[src/zdf_map.svh]
`ifndef ZDF_MAP_SVH
`define ZDF_MAP_SVH

// ----------------------------------------------------------------
// register offsets
// ----------------------------------------------------------------
`define ZDF_ADDR_CFG      8'hdb
`define ZDF_ADDR_STAT     8'hdc

// ----------------------------------------------------------------
// field positions
// ----------------------------------------------------------------
`define ZDF_WEIGHT_MSB    3
`define ZDF_WEIGHT_LSB    0
`define ZDF_FLAG_BIT      3

// ----------------------------------------------------------------
// reset values and counts
// ----------------------------------------------------------------
`define ZDF_WEIGHT_RST    4'h0
`define ZDF_COUNT_RST     4'h0
`define ZDF_COUNT_TRIP    4'hf
`define ZDF_COUNT_DEC     4'h1
`define ZDF_SAMPLE_ZERO   14'h0000
`define ZDF_RDATA_RST     8'h00

`endif

[src/zdf_pkg.sv]
package zdf_pkg;
    typedef logic [3:0]  zdf_weight_t;
    typedef logic [3:0]  zdf_count_t;
    typedef logic [13:0] zdf_sample_t;
    typedef logic [7:0]  zdf_reg_t;
endpackage

[src/zdf_counter.sv]
`include "zdf_map.svh"

module zdf_counter (
    // clock and reset
    input  wire logic                clock,
    input  wire logic                resetn,
    // measurement cycle
    input  wire logic                step,
    input  wire logic                zero_seen,
    input  wire zdf_pkg::zdf_weight_t weight,
    // state
    output zdf_pkg::zdf_count_t      count,
    output logic                     hit
);
    import zdf_pkg::*;

    // ----------------------------------------------------------------
    // saturating zero-tracking counter
    // ----------------------------------------------------------------
    logic [4:0] sum;
    zdf_count_t next_count;

    assign sum = {1'b0, count} + {1'b0, weight};

    always_comb begin
        next_count = count;
        if (step) begin
            if (zero_seen) begin
                next_count = (sum > {1'b0, `ZDF_COUNT_TRIP}) ? `ZDF_COUNT_TRIP : sum[3:0];
            end else if (count != `ZDF_COUNT_RST) begin
                next_count = count - `ZDF_COUNT_DEC;
            end
        end
    end

    always_ff @(posedge clock or negedge resetn) begin
        if (!resetn) begin
            count <= `ZDF_COUNT_RST;
        end else begin
            count <= next_count;
        end
    end

    // a zero weight can never trip, even when a stale count sits at the top
    always_ff @(posedge clock or negedge resetn) begin
        if (!resetn) begin
            hit <= 1'b0;
        end else begin
            hit <= step && zero_seen && (weight != `ZDF_WEIGHT_RST) &&
                   (next_count == `ZDF_COUNT_TRIP);
        end
    end
endmodule

[src/zdf_filter.sv]
// Functional notes
// - flag sets once zero-tracking counter reaches fifteen
// - any zero among four channel results adds weight to counter
// - a measurement cycle without zeros lowers counter by one
// - weight field bits 3:0 is the increment; zero disables detection
// - flag is status bit 3, raises interrupt when irq enable set
// - flag holds until software writes one to its bit
`include "zdf_map.svh"

module zdf_filter (
    // clock and reset
    input  wire logic                 clock,
    input  wire logic                 resetn,
    // measurement path
    input  wire logic                 meas_valid,
    input  wire logic                 meas_active,
    input  wire zdf_pkg::zdf_sample_t ch_data_0,
    input  wire zdf_pkg::zdf_sample_t ch_data_1,
    input  wire zdf_pkg::zdf_sample_t ch_data_2,
    input  wire zdf_pkg::zdf_sample_t ch_data_3,
    // register port
    input  wire zdf_pkg::zdf_reg_t    reg_addr,
    input  wire logic                 reg_wr,
    input  wire zdf_pkg::zdf_reg_t    reg_wdata,
    input  wire logic                 reg_rd,
    output zdf_pkg::zdf_reg_t         reg_rdata,
    output logic                      reg_rvalid,
    // interrupt control
    input  wire logic                 calib_irq_enable,
    output logic                      zero_detected,
    output logic                      calib_irq
);
    import zdf_pkg::*;

    // ----------------------------------------------------------------
    // per-channel zero detect
    // ----------------------------------------------------------------
    zdf_sample_t ch_data [4];
    logic [3:0]  ch_zero;
    logic        any_zero;
    logic        step;

    assign ch_data[0] = ch_data_0;
    assign ch_data[1] = ch_data_1;
    assign ch_data[2] = ch_data_2;
    assign ch_data[3] = ch_data_3;

    for (genvar i = 0; i < 4; i++) begin : g_zero
        assign ch_zero[i] = (ch_data[i] == `ZDF_SAMPLE_ZERO);
    end

    assign any_zero = |ch_zero;
    // only normal proximity/gesture cycles feed the counter
    assign step     = meas_valid && meas_active;

    // ----------------------------------------------------------------
    // configuration register
    // ----------------------------------------------------------------
    zdf_weight_t weight;
    logic        cfg_wr;
    logic        stat_wr;
    logic        flag_clr;

    assign cfg_wr   = reg_wr && (reg_addr == `ZDF_ADDR_CFG);
    assign stat_wr  = reg_wr && (reg_addr == `ZDF_ADDR_STAT);
    assign flag_clr = stat_wr && reg_wdata[`ZDF_FLAG_BIT];

    // weight is used as written; no check against the offset fix modes
    always_ff @(posedge clock or negedge resetn) begin
        if (!resetn) begin
            weight <= `ZDF_WEIGHT_RST;
        end else if (cfg_wr) begin
            weight <= reg_wdata[`ZDF_WEIGHT_MSB:`ZDF_WEIGHT_LSB];
        end
    end

    // ----------------------------------------------------------------
    // zero-tracking counter
    // ----------------------------------------------------------------
    zdf_count_t count;
    logic       hit;

    zdf_counter u_counter (
        .clock     (clock),
        .resetn    (resetn),
        .step      (step),
        .zero_seen (any_zero),
        .weight    (weight),
        .count     (count),
        .hit       (hit)
    );

    // ----------------------------------------------------------------
    // status flag
    // ----------------------------------------------------------------
    always_ff @(posedge clock or negedge resetn) begin
        if (!resetn) begin
            zero_detected <= 1'b0;
        end else if (hit) begin
            zero_detected <= 1'b1;
        end else if (flag_clr) begin
            zero_detected <= 1'b0;
        end
    end

    always_ff @(posedge clock or negedge resetn) begin
        if (!resetn) begin
            calib_irq <= 1'b0;
        end else begin
            calib_irq <= zero_detected && calib_irq_enable;
        end
    end

    // ----------------------------------------------------------------
    // read path
    // ----------------------------------------------------------------
    zdf_reg_t next_rdata;

    always_comb begin
        next_rdata = `ZDF_RDATA_RST;
        case (reg_addr)
            `ZDF_ADDR_CFG: begin
                next_rdata[`ZDF_WEIGHT_MSB:`ZDF_WEIGHT_LSB] = weight;
            end
            `ZDF_ADDR_STAT: begin
                next_rdata[`ZDF_FLAG_BIT] = zero_detected;
            end
            default: begin
                next_rdata = `ZDF_RDATA_RST;
            end
        endcase
    end

    always_ff @(posedge clock or negedge resetn) begin
        if (!resetn) begin
            reg_rdata <= `ZDF_RDATA_RST;
        end else if (reg_rd) begin
            reg_rdata <= next_rdata;
        end
    end

    always_ff @(posedge clock or negedge resetn) begin
        if (!resetn) begin
            reg_rvalid <= 1'b0;
        end else begin
            reg_rvalid <= reg_rd;
        end
    end

    // ----------------------------------------------------------------
    // checks
    // ----------------------------------------------------------------
    logic [4:0] chk_sum;

    assign chk_sum = {1'b0, count} + {1'b0, weight};
endmodule

[config.mk]
export PLATFORM = sky130hd
export DESIGN_NAME = zdf_filter
export DESIGN_NICKNAME = d
export VERILOG_FILES = /design/src/zdf_pkg.sv /design/src/zdf_counter.sv /design/src/zdf_filter.sv
export VERILOG_INCLUDE_DIRS = /design/src
export SDC_FILE = /design/constraint.sdc
export NUM_CORES = 1
export LEC_CHECK = 0
export BUFFER_PORTS_ARGS = -buffer_cell sky130_fd_sc_hd__buf_2
export CORE_ASPECT_RATIO = 1.5
export CORE_MARGIN = 1
export CORE_UTILIZATION = 34
export CTS_CLUSTER_SIZE = 30
export DETAILED_ROUTE_END_ITERATION = 10
export GPL_ROUTABILITY_DRIVEN = 0
export PLACE_DENSITY = 0.78
export REMOVE_ABC_BUFFERS = 1
export SLEW_MARGIN = 40
export SYNTH_ARGS = -nofsm -noshare
export SYNTH_HDL_FRONTEND = slang
export SYNTH_HIERARCHICAL = 1
export SYNTH_SLANG_ARGS = --single-unit
[constraint.sdc]
create_clock -name clock -period 1.9 [get_ports clock]
set_input_delay 0.285 -clock clock [delete_from_list [all_inputs] [get_ports clock]]
set_output_delay 0.285 -clock clock [all_outputs]
set_load 0.1 [all_outputs]
Word-level counts from Yosys, hierarchy flattened
Index checks and enable logic that the tools add are counted.

Add/subtract/negate cells: 2. Order comparisons: 1. Equal/unequal tests: 3. Multiplexer cells: 8. Reductions and logical operators: 16.

Operators by type and width (count): $logic_not A14 Y1 (4); $eq A8 B8 Y1 const B (2); $mux W4 (4); $logic_and A1 B1 Y1 (8); $reduce_bool A4 Y1 (2); $add A4 B4 Y5 (1); $gt A5 B4 Y1 const B (1); $eq A4 B4 Y1 const B (1); $reduce_or A4 Y1 (1); $sub A4 B1 Y4 const B (1); $mux W3 (1); $mux W1 (2); $pmux W1 S2 (1); $reduce_bool A2 Y1 (1).

Flip-flop bits (word level): 16. Bits of input ports: 79. Output and inout bits: 11. Logic and storage cells: 37.

Logic depth before layout (Yosys ltp)
Gate-level depths: netlist of run 1.

Word-level depth: 7. Depth in mapped cells: 8. Mapped depth without buffers: 8.

Hierarchy
The synthesis of run 1 kept the hierarchy.

Modules (own cells, without submodules): zdf_filter (times used 1, cells an instance 56, area an instance 603.1 sq um, sequential area each 275.3 sq um); zdf_counter (times used 1, cells an instance 53, area an instance 470.5 sq um, sequential area each 125.1 sq um).

Least setup slack after synthesis of run 1
OpenSTA, ideal clock, no wires.

Path kind: flip-flop to flip-flop. Start point: register weight[0]. End point: register u_counter.hit. Setup time: 67 ps. Data arrival time: 1821 ps. Required time: 1833 ps. Setup slack: 12 ps. Cell stages (with the launch flop): 9. Path buffers: 0. Period minus slack after synthesis: 1888 ps. Cell sequence: dfrtp_1 > ha_1 > inv_1 > fa_1 > nor2b_1 > o21ai_1 > and4b_4 > nor4_1 > and3_1.

Word-level cells in the longest chain between the ends: 7. Elaborated cells between the ends (all ways): 9. Classes of those cells: 1 x add/sub; 1 x order compare; 1 x eq/ne; 3 x mux; 3 x reduce/logical.

RTL lines: from (decl) (RTL line zdf_filter.sv:59) `zdf_weight_t weight;`; from (signal assigned) (RTL line zdf_filter.sv:71) `` weight <= `ZDF_WEIGHT_RST; ``; from (signal assigned) (RTL line zdf_filter.sv:73) `` weight <= reg_wdata[`ZDF_WEIGHT_MSB:`ZDF_WEIGHT_LSB]; ``; $add A4 B4 Y5; $gt A5 B4 Y1 (RTL line zdf_counter.sv:29) `` next_count = (sum > {1'b0, `ZDF_COUNT_TRIP}) ? `ZDF_COUNT_TRIP : sum[3:0]; ``; $mux W4 (RTL line zdf_counter.sv:29); $mux W4 (RTL line zdf_counter.sv:28) `if (zero_seen) begin`; $mux W4 (RTL line zdf_counter.sv:27) `if (step) begin`; $eq A4 B4 Y1 (no source line); $logic_and A1 B1 Y1 (*) (RTL line zdf_counter.sv:49) `` hit <= step && zero_seen && (weight != `ZDF_WEIGHT_RST) && ``; to (signal assigned) (RTL line zdf_counter.sv:49); to (decl) (RTL line zdf_counter.sv:13) `output logic hit`.

Every way passes the cells marked *; elsewhere a longest branch is shown, timed or not. A chain may end at the register's enable or synchronous reset.

Worst setup path after layout of run 1
Start point: register u_counter.count[0]. End point: register u_counter.hit.

Word-level cells in the longest chain between the ends: 7. Elaborated cells between the ends (all ways): 10. Classes of those cells: 2 x add/sub; 1 x order compare; 1 x eq/ne; 4 x mux; 2 x reduce/logical.

RTL lines: from (decl) (RTL line zdf_counter.sv:12) `output zdf_pkg::zdf_count_t count,`; from (signal assigned) (RTL line zdf_counter.sv:38) `` count <= `ZDF_COUNT_RST; ``; from (signal assigned) (RTL line zdf_counter.sv:40) `count <= next_count;`; $add A4 B4 Y5; $gt A5 B4 Y1 (RTL line zdf_counter.sv:29); $mux W4 (RTL line zdf_counter.sv:29); $mux W4 (RTL line zdf_counter.sv:28); $mux W4 (*) (RTL line zdf_counter.sv:27); $eq A4 B4 Y1 (no source line) (*); $logic_and A1 B1 Y1 (*) (RTL line zdf_counter.sv:49).

Marked as above.

==> flow_metrics.py, run 1 <==
metrics = {
    "outcome": {
        "status": "finished with violations",
        "violations": "negative setup slack",
    },
    "sta": {
        "rsz0062_at_grt": "true",
        "period_share_pct": 105,
        "finClkSkew_ps": 1.85,
        "setup_slack_ps": -94.6,
        "final_max_slew_viol_count": 0,
        "min_period_ps": 1990,
        "setup-tns-final_ps": -94.6,
        "finalSetupViolCount": 1,
        "hold_viol": 0,
        "fmax_mhz": 501,
    },
    "cts": {
        "cts_made_buffers": 3,
        "cts_tree": "yes",
        "cts.clk_slew.worst_paths_ps": 60,
        "root_buffer": "clkbuf_8",
        "clk_path_buf_depth": 2,
        "cts_setup_buffers": 0,
        "clock_latency_ps": 250,
        "clock-sinks": 16,
        "htree_levels": 1,
    },
    "logic_synthesis": {
        "ys.flop_type": "dfrtp_1",
        "synth-edff-count": 0,
        "ys_seq_area_share_pct": 37.3,
        "synthCells": 109,
        "yosys_warnings": 6,
        "syn_area_per_cell_um2": 9.85,
        "synth.ff_latch_count": 16,
        "synth_async_sr_flop_share_pct": 100,
        "synthDistinctLibCells": 41,
        "synth.cell_area_mm2": 0.00107,
    },
    "cells_and_area": {
        "layout_common_cells": "buf_2 (81), dfrtp_1 (16), buf_4 (14)",
        "nets": 293,
        "fin_util_pct": 58.2,
        "fill_cells": 269,
        "area_growth_pct": 59.4,
        "final_common_cell": "buf_2",
        "layout-drive-gt1-share_pct": 54.6,
        "fin_area_mm2": 0.00171,
        "num_antenna_cells": 0,
    },
    "setup_path": {
        "end_kind": "flip-flop",
        "worstPathRequired_ps": 2080,
        "crit_type": "reg2reg",
        "worstPathArrival_ps": 2170,
        "startpoint_type": "flip-flop",
        "cp_max_fo": 3,
    },
    "die": {
        "die_w_um": 47.9,
        "fp.coreArea_mm2": 0.00294,
        "rows": 24,
        "ios": 90,
        "initial_core_util_pct": 36.5,
        "die-area_mm2": 0.00339,
        "die_h_um": 70.8,
    },
    "route": {
        "first_pass_iters": 6,
        "dr_total_vias": 1216,
        "wl_per_cell_um": 13.0,
        "antenna_left": 0,
        "wirelength_um": 3190,
        "drc": 0,
        "drt_iter0_markers": 38,
        "viasPerCell": 4.94,
    },
    "grt": {
        "grt_max_degree": 17,
        "grt_pass1_wl_um": 5060,
        "grt_usage_pct": 19.9,
        "antenna_found_initial": 0,
        "grt_pass1_vias": 1218,
        "grt_overflow": 0,
    },
    "placed_design": {
        "placement.cell_area_mm2": 0.00161,
        "hpwl_um": 2610,
        "portBuffers": 81,
    },
    "power_and_ir_drop": {
        "irDropWorstVdd_mv": 0.447,
        "leakage_nw": 0.917,
        "power_density_mw_per_mm2": 726,
        "total_power_mw": 1.24,
    },
    "run": {
        "drv_cap": 0,
    },
    "min_path": {
        "hold_class": "in2reg",
    },
}
layer usage:
layer  wire length [um]  GRT usage [%]
met5                  0              0
met4                 23           4.32
met3                129           3.83
met2               1640           32.1
met1               1400           26.9
registers in the layout, summed over array words and instances (netlist names):
register         flops
zero_detected        1
u_counter/hit        1
weight               4
reg_rdata            4
u_counter/count      4
calib_irq            1
reg_rvalid           1
stage by stage:
stage	setup WS, ps	hold WS [ps]	std cells
CTS	-41.8	177	246
global route	-143	175	246
detailed placement	-76.9	214	241
global placement	-78.1	217	241
floorplan	12.2	-10.6	107
finish	-94.6	180	246
final timing paths:
path / start / to / slack [ps] / cells after the start
hold / removal: reg_rd / reg_rvalid / 180 / 1
min in group asynchronous: resetn / reg_rvalid / 470 / 2
setup / recovery: u_counter/count[0] / u_counter/hit / -90 / 8
hold reg to reg: u_counter/hit / zero_detected / 450 / 1
max in group asynchronous: resetn / u_counter/count[0] / 1170 / 2
setup reg to reg: u_counter/count[0] / u_counter/hit / -90 / 8
worst max-delay path, stage by stage (launching register included):
cell and delay (ps):
dfrtp_1 360, ha_2 190, inv_2 40, fa_2 420
nor2b_2 160, o21ai_2 80, and4b_4 200, nor4_4 260
and3_1 210
area by class of cell:
| class | count | area [um^2] | share of cell area, % |
|---|---|---|---|
| well taps | 39 | 48.8 | 2.85 |
| inverters | 6 | 22.5 | 1.32 |
| multi-input cells | 85 | 664 | 38.8 |
| clock buffers | 4 | 55.1 | 3.22 |
| repair buffers | 96 | 520 | 30.4 |
| flip-flops and latches | 16 | 400 | 23.4 |
Yosys cell counts (2+ instances only):
library cell	n	area (um^2)
nor2_1	8	30.0
inv_1	6	22.5
a21oi_1	5	25.0
nor4_1	14	87.6
buf_4	4	30.0
a21o_1	2	15.0
ha_1	5	62.6
and2_1	2	12.5
nand2_1	4	15.0
dfrtp_1	16	400
nand4_1	6	37.5
o21ai_1	2	10.0
mux2_1	4	45.0
nor3_1	2	10.0
a22o_1	3	26.3
power breakdown:
| group | leakage [nW] | internal, mW | switching, mW |
|---|---|---|---|
| combinational | 0.676 | 0.250 | 0.264 |
| sequential | 0.213 | 0.388 | 0.0397 |
| clock | 0.0288 | 0.184 | 0.118 |
repair_timing:
action	4_1_cts	5_1_grt
endpoints found under the setup margin	2	2
hold endpoints to repair	16	0
hold buffers	1	0
gates resized for setup	3	7
pin swaps	0	4
cloned	0	0
cells by family (layout without fill, tap and decap cells):
group,count (synthesis),in the layout,synth area share [%]
simple gates,51,51,31.8
compound gates,19,19,12.5
flops,16,16,37.3
buf+inv,11,106,5.36
fa+ha+maj,6,6,7.69
mux,4,4,4.20
other cells,1,4,0.349
xor+xnor,1,1,0.816
No activity file was read; power rests on OpenSTA's default activity.
==> inputs of run 2 (changes only) <==
--- a/config.mk
+++ b/config.mk
@@ -15,4 +15,5 @@
 export GPL_ROUTABILITY_DRIVEN = 0
 export PLACE_DENSITY = 0.78
+export RECOVER_POWER = 100
 export REMOVE_ABC_BUFFERS = 1
 export SLEW_MARGIN = 40
==> constraint.sdc (replaced) <==
create_clock -name clock -period 1.9 [get_ports clock]
set_input_delay 0.285 -clock clock [delete_from_list [all_inputs] [get_ports clock]]
set_output_delay 0.285 -clock clock [all_outputs]
set_load 0.005 [all_outputs]
==> run 2 against run 1 <==
The run still ends with negative setup slack left. Wire length is 0.38% higher. Power is 3.4% lower. Combinational power is 8.4% lower. Utilization is 0.68 points lower. Maximum frequency is 0.19% lower. Global-route usage stayed put. Via count is 0.99% higher.
==> flow_metrics.py, run 2 (synthesis gave the netlist of run 1 again) <==
metrics = {
    "route": {
        "dr_total_vias": 1228,
        "wl_per_cell_um": 13.0,
        "drt_iter0_markers": 36,
        "drc": 0,
        "wirelength_um": 3200,
        "first_pass_iters": 6,
        "viasPerCell": 4.99,
        "antenna_left": 0,
    },
    "die": {
        "rows": 24,
        "initial_core_util_pct": 36.5,
        "ios": 90,
        "fp.coreArea_mm2": 0.00294,
        "die-area_mm2": 0.00339,
        "die_w_um": 47.9,
        "die_h_um": 70.8,
    },
    "cts": {
        "cts_made_buffers": 3,
        "clock_latency_ps": 250,
        "htree_levels": 1,
        "cts_setup_buffers": 0,
        "clock-sinks": 16,
        "cts.clk_slew.worst_paths_ps": 60,
        "cts_tree": "yes",
        "clk_path_buf_depth": 2,
        "root_buffer": "clkbuf_8",
    },
    "power_and_ir_drop": {
        "leakage_nw": 0.892,
        "irDropWorstVdd_mv": 0.446,
        "power_density_mw_per_mm2": 710,
    },
    "cells_and_area": {
        "nets": 293,
        "reg_top3": "reg_rdata x4, u_counter/count x4, weight x4",
        "instances_no_fill": 246,
        "fill_cells": 273,
        "final_common_cell": "buf_2",
        "fin_util_pct": 57.5,
        "layout_common_cells": "buf_2 (74), dfrtp_1 (16), buf_4 (14)",
        "layout-drive-gt1-share_pct": 49.8,
        "area_growth_pct": 57.6,
        "multi_input_area_um2": 653,
        "num_antenna_cells": 0,
        "fin_area_mm2": 0.00169,
        "ff_latch_area_um2": 400,
    },
    "grt": {
        "antenna_found_initial": 0,
        "grt_pass1_vias": 1218,
        "grt_overflow": 0,
        "grt_pass1_wl_um": 5060,
        "grt_usage_pct": 19.9,
        "grt_max_degree": 17,
    },
    "sta": {
        "setup_slack_ps": -98.4,
        "hold_slack_ps": 186,
        "tightestPinTransition_ps": 840,
        "fmax_mhz": 500,
        "period_share_pct": 105,
        "min_period_ps": 2000,
        "hold_viol": 0,
        "finalSetupViolCount": 1,
        "final_max_slew_viol_count": 0,
        "rsz0062_at_grt": "true",
        "finClkSkew_ps": 1.91,
        "maxSlewHeadroom_pct": 44.0,
    },
    "setup_path": {
        "cp_max_fo": 3,
        "startpoint_type": "flip-flop",
        "crit_type": "reg2reg",
        "worstPathRequired_ps": 2080,
        "worstPathArrival_ps": 2180,
        "r2r_setup_slack_ps": -100,
        "end_kind": "flip-flop",
    },
    "outcome": {
        "status": "finished with violations",
        "violations": "negative setup slack",
    },
    "placed_design": {
        "portBuffers": 81,
        "numPlacedInstances": 241,
        "placement.cell_area_mm2": 0.00161,
        "hpwl_um": 2610,
    },
    "min_path": {
        "hold_class": "in2reg",
    },
    "run": {
        "drv_cap": 0,
    },
}
## run 2: area by class of cell
cell class	instances	share of cell area, %
multi-input cells	85	38.6
repair buffers	96	30.3
flip-flops and latches	16	23.7
clock buffers	4	3.25
well taps	39	2.88
inverters	6	1.33
## run 2: timing repair
| item | CTS | global route |
|---|---|---|
| hold endpoints to repair | 16 | 0 |
| setup endpoints to repair | 2 | 2 |
| pin swaps | 0 | 4 |
| gates resized for setup | 3 | 7 |
| hold buffers | 1 | 0 |
## run 2: stage by stage
step | total power [mW] | TNS (ps) | setup slack (ps)
global placement | 0.857 | -78.1 | -78.1
global route | 1.29 | -207 | -143
floorplan | 0.654 | 0 | 12.2
detailed placement | 0.874 | -76.9 | -76.9
finish | 1.20 | -98.4 | -98.4
CTS | 1.18 | -41.8 | -41.8
## run 2: worst max-delay path: stages, from the launching register on
cell     delay (ps)
dfrtp_1         360
ha_2            190
inv_2            40
fa_2            420
nor2b_2         160
o21ai_2          80
and4b_4         200
nor4_4          260
and3_1          210
## run 2: worst paths after layout
kind / from / end / depth (start not counted)
max: u_counter/count[0] / u_counter/hit / 8
min: reg_rd / reg_rvalid / 1
max reg2reg: u_counter/count[0] / u_counter/hit / 8
min reg2reg: u_counter/hit / zero_detected / 1
max in group asynchronous: resetn / u_counter/count[0] / 2
min in group asynchronous: resetn / reg_rvalid / 2
## run 2: power by group
part | switching, mW | internal (mW)
combinational | 0.222 | 0.249
clock | 0.118 | 0.184
sequential | 0.0398 | 0.388
total | 0.380 | 0.821
## run 2: layer usage
metal	GRT usage [%]	up-vias	share of wire [%]
met1	26.9	577	43
met4	4.32	0	0.78
met5	0	-	0
li1	-	611	-
met2	32.1	36	52
met3	3.83	4	4.5
==> inputs of run 3 (changes only) <==
BUFFER_PORTS_ARGS = not set   (was -buffer_cell sky130_fd_sc_hd__buf_2)
CORE_UTILIZATION = 40   (was 34)
DONT_BUFFER_PORTS = 1   (was not set)
PLACE_DENSITY = 0.59   (was 0.78)
==> run 3 against run 2 <==
The flow now finishes without violations. Utilization down 7.6 points. Clock-buffer cell count unchanged. Worst setup slack better by 130 ps. Power down 14%. Critical path type unchanged.
==> flow_metrics.py, run 3 (synthesis gave the netlist of run 1 again) <==
metrics = {
    "sta": {
        "min_period_ps": 1870,
        "rsz0062_at_grt": "true",
        "period_share_pct": 98.5,
        "final_max_slew_viol_count": 0,
        "hold_viol": 0,
        "tightestPinTransition_ps": 869,
        "finClkSkew_ps": 2.28,
        "maxSlewHeadroom_pct": 42.1,
        "finalSetupViolCount": 0,
        "fmax_mhz": 534,
        "setup-tns-final_ps": 0,
    },
    "grt": {
        "grt_pass1_wl_um": 3990,
        "antenna_found_initial": 0,
        "grt_usage_pct": 18.8,
        "grt_pass1_vias": 949,
        "grt_max_degree": 17,
        "grt_overflow": 0,
    },
    "setup_path": {
        "path_buf_inv": 1,
        "critPathTopFamily": "adder cells",
        "worstPathRequired_ps": 2120,
        "path_cells": "ha_2 -> inv_2 -> fa_2 -> nor2b_2 -> o21ai_2 -> a311oi_1 -> and3_1",
        "slowest_delay_ps": 370,
        "cp_max_fo": 3,
        "worstPathArrival_ps": 2100,
        "reg2reg_to": "u_counter/hit",
        "reg2regPathDepth": 7,
        "r2r_start": "u_counter/count[0]",
        "r2r_setup_slack_ps": 30,
        "end_kind": "flip-flop",
        "crit_type": "reg2reg",
        "startpoint_type": "flip-flop",
        "critPathSlowestCell": "dfrtp_1",
    },
    "cells_and_area": {
        "instances_no_fill": 159,
        "layout-drive-gt1-share_pct": 21.1,
        "ff_latch_area_um2": 400,
        "num_antenna_cells": 0,
        "nets": 209,
        "reg_top3": "reg_rdata x4, u_counter/count x4, weight x4",
        "multi_input_area_um2": 658,
        "area_growth_pct": 16.4,
        "fill_cells": 260,
        "fin_util_pct": 49.9,
        "final_common_cell": "dfrtp_1",
        "layout_common_cells": "dfrtp_1 (16), nor4_1 (13), nor2_1 (8), buf_4 (8), nand4_1 (6)",
    },
    "route": {
        "antenna_left": 0,
        "viasPerCell": 6.08,
        "first_pass_iters": 4,
        "drt_iter0_markers": 32,
        "dr_total_vias": 966,
        "dr_wl_met3_um": 190,
        "wl_per_cell_um": 16.9,
        "wirelength_um": 2690,
        "dr_wl_met2_um": 1540,
        "drc": 0,
        "top_layer": "met4",
        "met1Wirelength_um": 914,
    },
    "min_path": {
        "hp-start": "reg_wdata[1]",
        "worstHoldEndpoint": "weight[1]",
        "hold_class": "in2reg",
        "min_path_cells": 1,
    },
    "power_and_ir_drop": {
        "p_clk_share_pct": 21.4,
        "power_density_mw_per_mm2": 828,
        "leakage_nw": 0.557,
        "sw_frac_of_total_pct": 33.9,
        "irDropWorstVdd_mv": 0.524,
        "total_power_mw": 1.03,
        "p_int_uw": 684,
        "power_frac_comb_pct": 36.5,
        "pwr-share-seq_pct": 42.1,
        "power.switching_uw": 351,
    },
    "cts": {
        "cts.clk_slew.worst_paths_ps": 90,
        "cts_tree": "yes",
        "clock-sinks": 16,
        "cts_made_buffers": 3,
        "clock_latency_ps": 290,
        "htree_levels": 1,
        "root_buffer": "clkbuf_4",
        "clk_path_buf_depth": 2,
    },
    "die": {
        "rows": 22,
        "ios": 90,
        "fp.coreArea_mm2": 0.00250,
        "die_h_um": 65.5,
        "initial_core_util_pct": 42.9,
        "die-area_mm2": 0.00290,
        "die_w_um": 44.3,
    },
    "placed_design": {
        "portBuffers": 0,
        "hpwl_um": 2170,
        "numPlacedInstances": 151,
    },
    "outcome": {
        "status": "completed",
    },
    "run": {
        "drv_cap": 0,
    },
}
run 3: cell types whose count changed in the layout (fill, tap and decap cells not counted), sizes merged:
cell | before | now
buf | 88 | 8
dlygate4sd3 | 1 | 2
clkbuf | 11 | 6
run 3: how the worst max path moves through the flow:
| stage | cells after the start | slack (ps) | end | startpoint |
|---|---|---|---|---|
| final | 7 | 30 | u_counter/hit | u_counter/count[0] |
| after global routing | 8 | -80 | u_counter/hit | weight[0] |
| after CTS | 8 | -20 | u_counter/hit | u_counter/count[0] |
| after detailed placement | 8 | -80 | u_counter/hit | weight[0] |
| after global placement | 8 | -4 | u_counter/hit | ch_data_0[8] |
| after floorplan | 8 | 10 | u_counter/hit | weight[0] |
run 3: layout make-up:
type                            instances  share of cell area (%)
Clock buffer                            4                    2.90
Inverter                                6                    1.80
Multi-Input combinational cell         85                    52.7
Sequential cell                        16                    32.0
Tap cell                               36                    3.60
Timing Repair Buffer                   12                    7.01
run 3: power groups by stage:
stage                     registers (mW)  clock network (mW)  logic (mW)
after floorplan                    0.440                   0       0.214
after global placement             0.439                   0       0.305
after detailed placement           0.439                   0       0.320
after CTS                          0.433               0.236       0.345
after global routing               0.442               0.248       0.429
final                              0.436               0.222       0.377
run 3: worst reg2reg max path: stages (launching register included):
cell and delay (ps):
dfrtp_1 370, ha_2 190, inv_2 40, fa_2 370
nor2b_2 150, o21ai_2 90, a311oi_1 370, and3_1 230
run 3: metal layers:
layer / GRT usage [%] / vias up
li1: - / 444
met1: 21.6 / 452
met2: 32.5 / 62
met3: 4.12 / 8
met4: 7.95 / 0
met5: 0 / -
run 3: stage by stage:
step / cell area [um^2] / hold WS, ps / setup slack, ps
after floorplan: 1050 / -10.6 / 12.2
after global placement: 1150 / -10.2 / -3.80
after detailed placement: 1150 / -10.3 / -76.9
after CTS: 1220 / 6.77 / -22.5
after global routing: 1250 / 97.9 / -78.6
final: 1250 / 121 / 27.6
run 3: repair_timing:
action | in CTS | in global routing
hold buffers | 1 | 2
resized for setup | 5 | 5
setup endpoints to repair | 2 | 3
pin swaps | 7 | 1
endpoints found under the hold margin | 16 | 17
setup buffers | 1 | 0
